--- src/led_pattern_defs.svh ---
`ifndef LED_PATTERN_DEFS_SVH
`define LED_PATTERN_DEFS_SVH

// ****************************************************************
// time base
// ****************************************************************
`define CLK_HZ 200000000
`define QUARTER_MS 250
`define TICK_CYCLES ((`CLK_HZ / 1000) * `QUARTER_MS)
`define WEAK_MS 5000
`define WEAK_CYCLES ((`CLK_HZ / 1000) * `WEAK_MS)

// ****************************************************************
// pattern timing in quarter seconds
// ****************************************************************
`define BLINK_HALF_Q 8'h02
`define PULSE_ON_Q 8'h01
`define PULSE_PERIOD_Q 8'h10
`define FLASH_HALF_Q 8'h01
`define GAP_Q 8'h04
`define PAUSE_Q 8'h0C
`define BUS_FLASH_Q 8'h01

// ****************************************************************
// fault counts
// ****************************************************************
`define CNT_PS_OPEN 4'h2
`define CNT_PS_CLOSED 4'h3
`define CNT_PS_DROP 4'h4
`define CNT_LOW_FLAME_X 4'h1
`define CNT_LOW_FLAME_Y 4'h2

// ****************************************************************
// dim pwm
// ****************************************************************
`define PWM_BITS 16
`define DIM_DUTY 16'h2000

`endif

--- src/led_pattern_pkg.sv ---
package led_pattern_pkg;
   typedef enum logic [2:0] {
      pat_off, pat_blink, pat_pulse, pat_heart, pat_count, pat_two
   } pat_type;
   typedef enum logic [2:0] {
      seq_first, seq_gap, seq_second, seq_pause, seq_run
   } seq_type;
endpackage

--- src/status_led_pattern_generator.sv ---
// Function
// - blink: half second on, half off
// - pulse: quarter on, 3.75 s off
// - heartbeat: half bright, half dim, alternating
// - X flashes at 2 Hz, 3 s off
// - X flashes, 1 s, Y flashes, 3 s
// - flame LED off otherwise
// - flame LED heartbeat: heat and flame
// - flame LED blinks on weak flame
// - flame LED heartbeat: out-of-sequence flame present during a heat call (off without heat call)
// - history recall shows weak flame 1+2
// - status LED pulses in standby
// - status LED heartbeat in normal heat
// - status LED two flashes: switch open
// - status LED three flashes: switch closed
// - status LED four flashes: switch dropped
// - bus LED flashes rapidly while transmitting
// - bus LED single blink on acknowledged receive
// - bus LED active regardless of thermostat type
// - weak flame raised/cleared after five seconds
`timescale 1ns/1ps
`include "led_pattern_defs.svh"

module status_led_pattern_generator #(
   parameter int TICK_CYCLES = `TICK_CYCLES,
   parameter int WEAK_CYCLES = `WEAK_CYCLES
) (
   // clock and reset
   input wire logic clk,
   input wire logic nrst,
   // controller conditions
   input wire logic heat_call,
   input wire logic flame_present,
   input wire logic flame_weak,
   input wire logic normal_fire,
   input wire logic flame_out_of_seq,
   input wire logic history_recall,
   input wire logic ps_failed_open,
   input wire logic ps_failed_closed,
   input wire logic ps_opened_run,
   // bus activity
   input wire logic bus_tx_active,
   input wire logic bus_rx_ack,
   // leds
   output logic flame_led,
   output logic status_led,
   output logic bus_activity_led,
   output logic weak_flame_flag
);
   import led_pattern_pkg::*;

   // ****************************************************************
   // quarter-second tick and dim pwm
   // ****************************************************************
   logic [31:0] tick_cnt_ff, nxt_tick_cnt;
   logic tick;
   logic [`PWM_BITS-1:0] pwm_ff, nxt_pwm;
   logic dim_on;

   always_comb begin
      tick = (tick_cnt_ff == 32'(TICK_CYCLES - 1));
      nxt_tick_cnt = tick ? 32'h0 : tick_cnt_ff + 32'h1;
      nxt_pwm = pwm_ff + `PWM_BITS'(1);
      dim_on = (pwm_ff < `DIM_DUTY);
   end

   always_ff @(posedge clk) begin
      if (!nrst) begin
         tick_cnt_ff <= 32'h0;
         pwm_ff <= '0;
      end else begin
         tick_cnt_ff <= nxt_tick_cnt;
         pwm_ff <= nxt_pwm;
      end
   end

   // ****************************************************************
   // weak flame qualification
   // ****************************************************************
   logic [31:0] weak_cnt_ff, nxt_weak_cnt;
   logic weak_ff, nxt_weak;

   always_comb begin
      nxt_weak = weak_ff;
      nxt_weak_cnt = 32'h0;
      if (!heat_call) begin
         nxt_weak = 1'b0;
      end else if (!weak_ff) begin
         if (flame_weak && normal_fire) begin
            nxt_weak_cnt = weak_cnt_ff + 32'h1;
            if (weak_cnt_ff >= 32'(WEAK_CYCLES)) begin
               nxt_weak = 1'b1;
            end
         end
      end else if (flame_present && !flame_weak) begin
         nxt_weak_cnt = weak_cnt_ff + 32'h1;
         if (weak_cnt_ff >= 32'(WEAK_CYCLES)) begin
            nxt_weak = 1'b0;
         end
      end
   end

   always_ff @(posedge clk) begin
      if (!nrst) begin
         weak_cnt_ff <= 32'h0;
         weak_ff <= 1'b0;
      end else begin
         weak_cnt_ff <= nxt_weak_cnt;
         weak_ff <= nxt_weak;
      end
   end

   assign weak_flame_flag = weak_ff;

   // ****************************************************************
   // pattern selection
   // ****************************************************************
   pat_type flame_pat, status_pat;
   logic [3:0] flame_x, flame_y, status_x;

   always_comb begin
      flame_pat = pat_off;
      flame_x = 4'h0;
      flame_y = 4'h0;
      if (history_recall && weak_ff) begin
         flame_pat = pat_two;
         flame_x = `CNT_LOW_FLAME_X;
         flame_y = `CNT_LOW_FLAME_Y;
      end else if (heat_call && weak_ff) begin
         flame_pat = pat_blink;
      end else if (heat_call && flame_present && flame_out_of_seq) begin
         flame_pat = pat_heart;
      end else if (heat_call && flame_present) begin
         flame_pat = pat_heart;
      end
   end

   always_comb begin
      status_x = 4'h0;
      if (ps_failed_open) begin
         status_pat = pat_count;
         status_x = `CNT_PS_OPEN;
      end else if (ps_failed_closed) begin
         status_pat = pat_count;
         status_x = `CNT_PS_CLOSED;
      end else if (ps_opened_run) begin
         status_pat = pat_count;
         status_x = `CNT_PS_DROP;
      end else if (heat_call) begin
         status_pat = pat_heart;
      end else begin
         status_pat = pat_pulse;
      end
   end

   // ****************************************************************
   // pattern sequencers
   // ****************************************************************
   pat_type cur_pat_ff [2], nxt_cur_pat [2];
   logic [3:0] cur_x_ff [2], nxt_cur_x [2];
   seq_type st_ff [2], nxt_st [2];
   logic [7:0] q_ff [2], nxt_q [2];
   logic [3:0] n_ff [2], nxt_n [2];
   logic bright [2], lit_ff [2], nxt_lit [2];
   pat_type sel_pat [2];
   logic [3:0] sel_x [2], sel_y [2];

   always_comb begin
      sel_pat[0] = flame_pat;
      sel_x[0] = flame_x;
      sel_y[0] = flame_y;
      sel_pat[1] = status_pat;
      sel_x[1] = status_x;
      sel_y[1] = 4'h0;
   end

   for (genvar i = 0; i < 2; i++) begin : g_seq
      always_comb begin
         nxt_cur_pat[i] = sel_pat[i];
         nxt_cur_x[i] = sel_x[i];
         nxt_st[i] = st_ff[i];
         nxt_q[i] = q_ff[i];
         nxt_n[i] = n_ff[i];
         bright[i] = 1'b0;
         if (sel_pat[i] != cur_pat_ff[i] || sel_x[i] != cur_x_ff[i]) begin
            nxt_q[i] = 8'h0;
            nxt_n[i] = 4'h0;
            nxt_st[i] = (sel_pat[i] == pat_count || sel_pat[i] == pat_two)
               ? seq_first : seq_run;
         end else if (tick) begin
            nxt_q[i] = q_ff[i] + 8'h1;
            unique case (st_ff[i])
               seq_run: begin
                  if (cur_pat_ff[i] == pat_pulse &&
                      q_ff[i] == `PULSE_PERIOD_Q - 8'h1) begin
                     nxt_q[i] = 8'h0;
                  end else if (cur_pat_ff[i] != pat_pulse &&
                      q_ff[i] == 8'h2 * `BLINK_HALF_Q - 8'h1) begin
                     nxt_q[i] = 8'h0;
                  end
               end
               seq_first, seq_second: begin
                  if (q_ff[i] == 8'h2 * `FLASH_HALF_Q - 8'h1) begin
                     nxt_q[i] = 8'h0;
                     nxt_n[i] = n_ff[i] + 4'h1;
                     if (n_ff[i] + 4'h1 ==
                         (st_ff[i] == seq_first ? cur_x_ff[i] : sel_y[i])) begin
                        nxt_n[i] = 4'h0;
                        nxt_st[i] = (st_ff[i] == seq_first &&
                           cur_pat_ff[i] == pat_two) ? seq_gap : seq_pause;
                     end
                  end
               end
               seq_gap: begin
                  if (q_ff[i] == `GAP_Q - 8'h1) begin
                     nxt_q[i] = 8'h0;
                     nxt_st[i] = seq_second;
                  end
               end
               seq_pause: begin
                  if (q_ff[i] == `PAUSE_Q - 8'h1) begin
                     nxt_q[i] = 8'h0;
                     nxt_st[i] = seq_first;
                  end
               end
               default: nxt_st[i] = seq_run;
            endcase
         end
         unique case (cur_pat_ff[i])
            pat_blink: bright[i] = (q_ff[i] < `BLINK_HALF_Q);
            pat_pulse: bright[i] = (q_ff[i] < `PULSE_ON_Q);
            pat_heart: bright[i] = (q_ff[i] < `BLINK_HALF_Q) || dim_on;
            pat_count, pat_two: bright[i] =
               (st_ff[i] == seq_first || st_ff[i] == seq_second) &&
               (q_ff[i] < `FLASH_HALF_Q);
            default: bright[i] = 1'b0;
         endcase
         nxt_lit[i] = bright[i];
      end

      always_ff @(posedge clk) begin
         if (!nrst) begin
            cur_pat_ff[i] <= pat_off;
            cur_x_ff[i] <= 4'h0;
            st_ff[i] <= seq_run;
            q_ff[i] <= 8'h0;
            n_ff[i] <= 4'h0;
            lit_ff[i] <= 1'b0;
         end else begin
            cur_pat_ff[i] <= nxt_cur_pat[i];
            cur_x_ff[i] <= nxt_cur_x[i];
            st_ff[i] <= nxt_st[i];
            q_ff[i] <= nxt_q[i];
            n_ff[i] <= nxt_n[i];
            lit_ff[i] <= nxt_lit[i];
         end
      end
   end

   assign flame_led = lit_ff[0];
   assign status_led = lit_ff[1];

   // ****************************************************************
   // bus activity led
   // ****************************************************************
   logic [7:0] bus_q_ff, nxt_bus_q;
   logic blink_ff, nxt_blink;
   logic bus_led_ff, nxt_bus_led;

   always_comb begin
      nxt_bus_q = bus_q_ff;
      nxt_blink = blink_ff;
      if (bus_rx_ack) begin
         nxt_blink = 1'b1;
         nxt_bus_q = 8'h0;
      end else if (tick && (blink_ff || bus_tx_active)) begin
         nxt_bus_q = bus_q_ff + 8'h1;
         if (bus_q_ff == `BUS_FLASH_Q - 8'h1) begin
            nxt_blink = 1'b0;
         end
      end
      // visible toggle each quarter second while sending, any thermostat
      nxt_bus_led = (bus_tx_active && bus_q_ff[0]) ||
         (!bus_tx_active && blink_ff);
   end

   always_ff @(posedge clk) begin
      if (!nrst) begin
         bus_q_ff <= 8'h0;
         blink_ff <= 1'b0;
         bus_led_ff <= 1'b0;
      end else begin
         bus_q_ff <= nxt_bus_q;
         blink_ff <= nxt_blink;
         bus_led_ff <= nxt_bus_led;
      end
   end

   assign bus_activity_led = bus_led_ff;

   // ****************************************************************
   // checks
   // ****************************************************************
   a_flame_off_idle: assert property (@(posedge clk) disable iff (!nrst)
      !heat_call && !history_recall ##1 !heat_call && !history_recall
      |=> !flame_led)
      else $error("flame led lit without heat call");
   a_pulse_selected: assert property (@(posedge clk) disable iff (!nrst)
      !heat_call && !ps_failed_open && !ps_failed_closed && !ps_opened_run
      |=> cur_pat_ff[1] == pat_pulse)
      else $error("standby pattern not pulse");
   a_heart_selected: assert property (@(posedge clk) disable iff (!nrst)
      heat_call && !ps_failed_open && !ps_failed_closed && !ps_opened_run
      |=> cur_pat_ff[1] == pat_heart)
      else $error("heat pattern not heartbeat");
   a_count_two: assert property (@(posedge clk) disable iff (!nrst)
      ps_failed_open |=> cur_x_ff[1] == `CNT_PS_OPEN)
      else $error("wrong open count");
   a_count_three: assert property (@(posedge clk) disable iff (!nrst)
      !ps_failed_open && ps_failed_closed
      |=> cur_x_ff[1] == `CNT_PS_CLOSED)
      else $error("wrong closed count");
   a_count_four: assert property (@(posedge clk) disable iff (!nrst)
      !ps_failed_open && !ps_failed_closed && ps_opened_run
      |=> cur_x_ff[1] == `CNT_PS_DROP)
      else $error("wrong drop count");
   a_restart_seq: assert property (@(posedge clk) disable iff (!nrst)
      sel_pat[1] != cur_pat_ff[1] |=> q_ff[1] == 8'h0)
      else $error("sequencer not restarted");
   a_rx_blink: assert property (@(posedge clk) disable iff (!nrst)
      bus_rx_ack && !bus_tx_active ##1 !bus_tx_active |=> bus_activity_led)
      else $error("no blink on receive");
   a_weak_clear: assert property (@(posedge clk) disable iff (!nrst)
      !heat_call |=> !weak_flame_flag)
      else $error("weak flame kept without heat call");
endmodule

--- config.mk ---
export PLATFORM = sky130hd
export DESIGN_NAME = status_led_pattern_generator
export DESIGN_NICKNAME = d
export VERILOG_FILES = /design/src/led_pattern_pkg.sv /design/src/status_led_pattern_generator.sv
export VERILOG_INCLUDE_DIRS = /design/src /design/src/src
export SDC_FILE = /design/constraint.sdc
export NUM_CORES = 1
export LEC_CHECK = 0
export BUFFER_PORTS_ARGS = -buffer_cell sky130_fd_sc_hd__buf_2
export CORE_ASPECT_RATIO = 1.75
export CORE_MARGIN = 3
export CORE_UTILIZATION = 40
export CTS_BUF_LIST = sky130_fd_sc_hd__clkbuf_4
export CTS_CLUSTER_SIZE = 10
export DETAILED_ROUTE_END_ITERATION = 12
export HOLD_SLACK_MARGIN = 0.1
export MAX_ROUTING_LAYER = met4
export PLACE_DENSITY = 0.56
export SLEW_MARGIN = 10
export SYNTH_ARGS = -nofsm -noshare
export SYNTH_HDL_FRONTEND = slang
export SYNTH_SLANG_ARGS = --single-unit
--- constraint.sdc ---
create_clock -name clk -period 4.75 [get_ports clk]
set_input_delay 0.7125 -clock clk [delete_from_list [all_inputs] [get_ports clk]]
set_output_delay 0.7125 -clock clk [all_outputs]
set_load 0.005 [all_outputs]
==> Yosys cells after proc, flatten, opt, wreduce, memory -nomap -nowiden <==
Memories as Yosys holds them, arrays and structs flattened.
Cells that the tools add are included.
{ "totals": {"memories": 6, "out_inout_bits": 4, "input_bits": 13, "mem_bits_rw": 44, "ff_bits": 91} }
{ "memory_table": {"columns": ["memory", "depth", "width", "read_ports", "rd_clocked_by_memory_dff", "wr", "line_no", "rtl"], "rows": [
  ["q_ff", 2, 8, 2, 0, 2, "status_led_pattern_generator.sv:162", "logic [7:0] q_ff [2], nxt_q [2];"],
  ["n_ff", 2, 4, 2, 0, 2, "status_led_pattern_generator.sv:163", "logic [3:0] n_ff [2], nxt_n [2];"],
  ["cur_pat_ff", 2, 3, 2, 0, 2, "status_led_pattern_generator.sv:159", "pat_type cur_pat_ff [2], nxt_cur_pat [2];"],
  ["cur_x_ff", 2, 3, 2, 0, 2, "status_led_pattern_generator.sv:160", "logic [3:0] cur_x_ff [2], nxt_cur_x [2];"],
  ["st_ff", 2, 3, 2, 0, 2, "status_led_pattern_generator.sv:161", "seq_type st_ff [2], nxt_st [2];"],
  ["lit_ff", 2, 1, 2, 0, 2, "status_led_pattern_generator.sv:164", "logic bright [2], lit_ff [2], nxt_lit [2];"]
]} }
{ "classes": {"n_lt_le_gt_ge": 6, "mux": 86, "n_reduce_logical": 42, "bitwise": 13, "addsub": 8, "n_eq_ne": 39} }
{ "ops": {"columns": ["cell", "n"], "rows": [
  ["$mux 8", 16],
  ["$mux 32", 3],
  ["$mux 3", 27],
  ["$add 32x1->32 const B", 2],
  ["$pmux 8 s4", 2],
  ["$mux 4", 14],
  ["$eq 32x26->1 const B", 1],
  ["$eq 8x4->1 const B", 4],
  ["$ge 32x30->1 const B", 1],
  ["$eq 3x3->1 const B", 10],
  ["$add 8x1->8 const B", 3],
  ["$eq 3x2->1 const B", 8],
  ["$pmux 3 s4", 2],
  ["$logic_and 1x1->1", 17],
  ["$add 16x1->16 const B", 1],
  ["$eq 8x1->1 const B", 2],
  ["$eq 8x2->1 const B", 2],
  ["$lt 16x14->1 const B", 1],
  ["$lt 8x1->1 const B", 2],
  ["$lt 8x2->1 const B", 2],
  ["$mux 1", 14],
  ["$eq 3x1->1 const B", 4],
  ["$mux 2", 6],
  ["$or 1x1->1", 12],
  ["other kinds (14)", 38]
]} }

==> Depth between registers and ports, before layout <==
Gate-level depths: netlist (run 1).
{ "depth": {"depth_word": 10, "depth_mapped": 9, "mapped_depth_nobuf": 8} }

==> Least setup slack after synthesis (run 1) <==
OpenSTA, ideal clock, no wires.
{ "synth_path": {"path_type": "flip-flop to flip-flop", "start": "register tick_cnt_ff[0]", "end": "register tick_cnt_ff[11]", "required_ns": 4.633, "setup_slack_ns": 2.627, "setup_time_ns": 0.117, "arrival_time_ns": 2.006, "period_less_slack_ns": 2.123, "path_stages_with_launch": 9, "path_cell_list": "dfxtp_1 > ha_1 > and4_1 > buf_6 > nand2_1 > nor4_1 > nand2b_1 > buf_2 > nor2_1"} }
{ "synth_via": {"elab_chain_cells": 2} }
{ "synth_rtl": {"columns": ["item", "line_no", "rtl"], "rows": [
  ["start: declaration", "status_led_pattern_generator.sv:55", "logic [31:0] tick_cnt_ff, nxt_tick_cnt;"],
  ["start signal: assignment", "status_led_pattern_generator.sv:72", "tick_cnt_ff <= nxt_tick_cnt;"],
  ["parallel branches: the longest is 2 deep, another holds $add 32x1->32", null, null]
]} }
Several ways; the timed one is not identified.
A chain may end at the register's enable or synchronous reset.

==> Worst setup path in the final report (run 1) <==
{ "layout_path": {"start": "register tick_cnt_ff[0]", "end": "register tick_cnt_ff[28]"} }
The elaborated chain is that of the path after synthesis.

==> run metrics, run 1 <==
status=finished clean; Non-Filler Instances=970; Arr. time, crit path=3280 ps; DP Wirelength=9720 um; number of flops mapped to enable cells by yosys=0; Ports=17; Max stage delay cell, worst path=nand2b_1; 1st-iter DRT viols=162; Yosys warning count=0; Yosys cell types=61; worst relative slew slack=17.4%; hold_buf cts=0; Comb pwr share=3.0%; crit path cell chain=ha_1 > and4_1 > nand2_1 > nor4_1 > buf_4 > nand2b_1 > nor2_1; DR vias=5202; critical path's top delay family=simple AND/OR/NAND/NOR gates; Hold Crit Start=ps_failed_open; htree depth=4; Syn Area/Cell=8.56 um2; clk sink count=133; final slew viol count=0; GR Layer Usage met3=3.18%; global-route wire length before repair=23300 um; Fin. Hold Viols=0; Synth Instances=752; Final Cycle Share=61.3%; crit path kind=flop to flop; number of fill cells=1553; Net Sw Frac=23.7%; post-synthesis net count=779; PD cells=295 nW/um2; RSZ-0062 raised after global routing=false; initial antenna violation count=1; die area=17700 um2; Die Span Y=174 um; post-CTS sizing=0; M1 GR Usage=17.4%; initial core utilization=41.4%; Tmin final=2910 ps; Final Skew=24.5 ps; CTS tree=built; Hold Path Class=primary input to flop; total congestion overflow=0; ys async rst share=0%; vias in the first global route=5197; CP max FO=32; CTS Buf Count=17; root buf cell=clkbuf_4; Net Switching=0.491 mW; Cells after DPL=937; layout cells sized above 1=9.20%; Largest stage delay, worst path=940 ps; max-cap viol count=0; nature of the critical path endpoint=flop; post-synthesis register bit count=133; row cnt=60; sequential power share=54.9%; via/cell ratio=5.36; Layout area overhead=8.83%; Final Net Count=797; clock power share=42.1%; Chip Width=102 um; most used routing layer=met2; Crit path buffers/inverters=1; Routed WL=13400 um; Skew-Pair Late Insertion Delay=530 ps; Worst Setup SP=tick_cnt_ff[0]; Startpoint Class=flop; clk slew on worst S/H paths=120 ps; Pleak=2.46 nW; drt pass-1 iters=4; worst-margin pin slew=1240 ps; sequential-to-total area share from yosys stat=41.4%; Synth Flop Type=dfxtp_1; number of port buffers=15; synthesized cell area=6440 um2; post-CTS setup buffer count=0; DR WL/cell=13.8 um; met2 Use GR=29.6%; Final GP Congestion=0.756; Fmax=0.343 GHz; CTS Buffer Depth=2; endpoints failing setup=0; setup TNS=0 ps; largest net degree at the start of global routing=33; Critical Path RT=5120 ps; gr usage total=16.3%; DRC errors left=0; P_int=1.58 mW; Worst VDD drop=123 uV; r2r startpoint=tick_cnt_ff[0]; DRT antenna net count=0; core area=15500 um2
-- area by class of cell --
cell class	instances	area (um2)	area share, %
Antenna cell	1	2.50	0.0357
Clock buffer	18	135	1.93
Clock inverter	14	198	2.82
Inverter	18	67.6	0.965
Multi-Input combinational cell	582	3610	51.5
Sequential cell	133	2660	38.0
Tap cell	186	233	3.32
Timing Repair Buffer	18	97.6	1.39
-- metal layers --
layer  wire length, um  part of all wire, %
met2              7260                   54
met1              5560                   42
met5                 0                    0
met4               199                  1.5
met3               325                  2.4
-- cells in the mapped netlist, types with 2 or more instances --
| cell type | instances | area, um2 |
|---|---|---|
| dfxtp_1 | 133 | 2660 |
| nor2_1 | 131 | 492 |
| xor2_1 | 67 | 587 |
| nand2_1 | 58 | 218 |
| nand3_1 | 54 | 270 |
| xnor2_1 | 31 | 272 |
| nand4_1 | 29 | 181 |
| a21oi_1 | 24 | 120 |
| and3_1 | 21 | 131 |
| inv_1 | 18 | 67.6 |
| nor3_1 | 18 | 90.1 |
| o21ai_0 | 15 | 75.1 |
| ha_1 | 14 | 175 |
| clkbuf_1 | 12 | 45.0 |
| nor4_1 | 10 | 62.6 |
| or3_1 | 10 | 62.6 |
| and2_1 | 9 | 56.3 |
| and4_1 | 9 | 78.8 |
| nor2b_1 | 8 | 50.1 |
| mux2i_1 | 6 | 60.1 |
| buf_2 | 4 | 20.0 |
| nand4b_1 | 4 | 35.0 |
| o22ai_1 | 4 | 25.0 |
| a21o_1 | 3 | 22.5 |
| mux2_2 | 3 | 33.8 |
| nand2b_1 | 3 | 18.8 |
| nand3b_1 | 3 | 22.5 |
| nor4_4 | 3 | 63.8 |
| nor4bb_1 | 3 | 30.0 |
| or4_1 | 3 | 22.5 |
| a211o_1 | 2 | 17.5 |
| a211oi_1 | 2 | 15.0 |
| a21boi_0 | 2 | 15.0 |
| a32oi_1 | 2 | 17.5 |
| and4_2 | 2 | 20.0 |
| and4bb_2 | 2 | 25.0 |
| buf_6 | 2 | 22.5 |
| nor3b_1 | 2 | 15.0 |
| o2111ai_1 | 2 | 17.5 |
| o211ai_1 | 2 | 15.0 |
| or2_2 | 2 | 12.5 |
-- flip-flops by register name (all words and copies together) (netlist names) --
signal,flops
pwm_ff,16
blink_ff,1
cur_pat_ff,6
weak_flame_flag,1
n_ff,8
cur_x_ff,4
bus_activity_led,1
lit_ff,2
st_ff,6
weak_cnt_ff,32
q_ff,16
bus_q_ff,8
tick_cnt_ff,32
-- cell families (layout without fill, tap and decap cells) --
group	after synthesis	in the layout	synth area share (%)
flops	133	133	41.4
fa+ha+maj	14	14	2.72
other cells	0	1	0
xor+xnor	98	98	13.3
buf+inv	37	68	2.57
mux	9	9	1.46
compound gates	65	65	6.16
simple gates	396	396	32.4
-- cell usage in the layout, fill, tap and decap left out, drive strengths merged, types with 2 or more instances in the layout --
cell type  netlist  layout
or3             10      10
clkinv           0       5
or4              3       3
nand3           56      56
a211oi           2       2
nand2b           3       3
mux2             3       3
nand3b           3       3
a21boi           2       2
inv             18      22
xnor2           31      31
and4            11      11
a32oi            2       2
o211ai           2       2
nor3            19      19
xor2            67      67
nor2           131     131
clkbuf          12      18
a211o            2       2
o21ai           15      15
and4bb           2       2
a21oi           24      24
nor3b            2       2
nand4           30      30
nand2           59      59
or2              2       2
nor2b            8       8
o22ai            4       4
dfxtp          133     133
bufinv           0       4
ha              14      14
nor4bb           3       3
nor4            13      13
a21o             3       3
and3            22      22
mux2i            6       6
o2111ai          2       2
and2             9       9
nand4b           4       4
buf              6      18
-- power groups by stage --
stage | Sequential, mW | Clock, mW | Combinational (mW)
CTS | 1.14 | 0.909 | 0.0629
global route | 1.14 | 0.955 | 0.0703
floorplan | 1.16 | 0 | 0.0448
global placement | 1.16 | 0 | 0.0610
finish | 1.14 | 0.871 | 0.0620
detailed placement | 1.16 | 0 | 0.0625
-- metrics by stage --
stage / utilization (%) / total power [mW] / hold WS [ps] / instance area (um2) / setup WS (ps)
final: 45.1 / 2.07 / 404 / 7000 / 1840
after global routing: 45.1 / 2.16 / 367 / 7000 / 1500
after CTS: 45.1 / 2.11 / 354 / 7000 / 1770
after detailed placement: 42.9 / 1.22 / 447 / 6670 / 1810
after global placement: 42.9 / 1.22 / 431 / 6670 / 1890
after floorplan: - / 1.20 / 418 / 6440 / 2630
-- final timing paths --
check	endpoint	slack (ps)	cells after the start
setup / recovery	tick_cnt_ff[28]	1840	7
hold / removal	cur_x_ff[1][0]	400	2
setup reg to reg	tick_cnt_ff[28]	1840	7
hold reg to reg	pwm_ff[0]	460	1
No activity file was read; power rests on OpenSTA's default activity.
==> inputs of run 2 (changes only) <==
==> constraint.sdc (replaced) <==
create_clock -name clk -period 2.8 [get_ports clk]
set_input_delay 0.42 -clock clk [delete_from_list [all_inputs] [get_ports clk]]
set_output_delay 0.42 -clock clk [all_outputs]
set_load 0.005 [all_outputs]
==> run metrics, run 2 (synthesis results as in run 1) <==
status=finished clean (unchanged); root buf cell=clkbuf_4 (unchanged); core area=15500 um2 (unchanged); DP Wirelength=9730 um (was 9720 um); 1st-iter DRT viols=150 (was 162); RSZ-0062 raised after global routing=false (unchanged); Cells after DPL=943 (was 937); Hold Path Class=primary input to flop (unchanged); row cnt=60 (unchanged); initial antenna violation count=1 (unchanged); drt pass-1 iters=4 (unchanged); Skew-Pair Late Insertion Delay=520 ps (was 530 ps); DR vias=5259 (was 5202); gr usage total=16.0% (was 16.3%); DR WL/cell=13.6 um (was 13.8 um); nature of the critical path endpoint=flop (unchanged); htree depth=4 (unchanged); Layout area overhead=10.2% (was 8.83%); endpoints failing setup=0 (unchanged); CTS tree=built (unchanged); Fin. Hold Viols=0 (unchanged); total congestion overflow=0 (unchanged); Routed WL=13300 um (was 13400 um); layout cells sized above 1=9.87% (was 9.20%); Final GP Congestion=0.810 (was 0.756); vias in the first global route=5130 (was 5197); setup TNS=0 ps (unchanged); global-route wire length before repair=22700 um (was 23300 um); commonest non-fill, non-tap cell in the layout=dfxtp_1 (unchanged); clk sink count=133 (unchanged); Arr. time, crit path=2900 ps (was 3280 ps); worst relative slew slack=54.0% (was 17.4%); DRT antenna net count=0 (unchanged); Startpoint Class=flop (unchanged); largest registers=tick_cnt_ff: 32 flops, weak_cnt_ff: 32 flops (unchanged); Non-Filler Instances=977 (was 970); clk slew on worst S/H paths=110 ps (was 120 ps); Worst VDD drop=259 uV (was 123 uV); Tmin final=2470 ps (was 2910 ps); Final Skew=21.3 ps (was 24.5 ps); commonest non-fill, non-tap cells in the layout=dfxtp_1, nor2_1, xor2_1 (unchanged); Finished Cell Area=7090 um2 (was 7000 um2); via/cell ratio=5.38 (was 5.36); CTS Buffer Depth=2 (unchanged); number of port buffers=15 (unchanged); initial core utilization=41.4% (unchanged); final slew viol count=0 (unchanged); CTS Buf Count=17 (unchanged); Area after DPL=6710 um2 (was 6670 um2); crit path kind=flop to flop (unchanged); Critical Path RT=3230 ps (was 5120 ps); PnR worst setup slack=335 ps (was 1840 ps); Die Span Y=174 um (unchanged); Final Net Count=805 (was 797); post-CTS sizing=0 (unchanged); PD cells=507 nW/um2 (was 295 nW/um2); DRC errors left=0 (unchanged); Pleak=2.52 nW (was 2.46 nW); die area=17700 um2 (unchanged); Ports=17 (unchanged); Final Cycle Share=88.0% (was 61.3%); Tot Pwr=3.59 mW (was 2.07 mW); worst-margin pin slew=683 ps (was 1240 ps); Fmax=0.406 GHz (was 0.343 GHz); CP max FO=12 (was 32); Chip Width=102 um (unchanged); DP Worst Slack=365 ps (was 1810 ps); largest net degree at the start of global routing=33 (unchanged); max-cap viol count=0 (unchanged)
## run 2: cell type report
type                       count  area [um2]
timing repair buffer          26         163
clock buffer                  18         135
multi-input combinational    582        3610
inverter                      18        67.6
tap                          186         233
sequential                   133        2660
clock inverter                13         220
fill                        1511        8450
antenna                        1        2.50
## run 2: worst max-delay path: stages (launching register included)
cell	delay, ps
dfxtp_1	420
or4b_2	730
mux2i_1	160
o21ai_0	280
nand2_1	170
or4_1	490
a21oi_1	140
## run 2: what timing repair did
item / 4_1_cts / 5_1_grt
endpoints found under the hold margin: 2 / 0
setup buffers: 0 / 0
hold buffers: 2 / 0
setup endpoints to repair: 0 / 0
## run 2: per-stage QoR
step           hold WS, ps  utilization [%]
6_report               172             45.6
3_3_place_gp           433             43.2
5_1_grt                122             45.6
2_1_floorplan          418                -
4_1_cts                128             45.6
3_5_place_dp           440             43.2
## run 2: per-layer routing
metal,GRT usage [%],wire (um)
met4,6.02,155
met3,3.10,283
met2,29.2,7390
met5,-,0
met1,16.5,5480
## run 2: power by group
group          internal (mW)  total [mW]  switching [mW]
logic                 0.0438       0.113          0.0694
clock network          0.823        1.56           0.735
registers               1.91        1.92          0.0152
## run 2: final timing paths
path	from	to	slack, ps	cells past startpoint
min	ps_failed_closed	cur_x_ff[1][0]	170	3
max reg2reg	st_ff[1][0]	st_ff[1][0]	330	6
max	st_ff[1][0]	st_ff[1][0]	330	6
min reg2reg	pwm_ff[0]	pwm_ff[0]	460	1
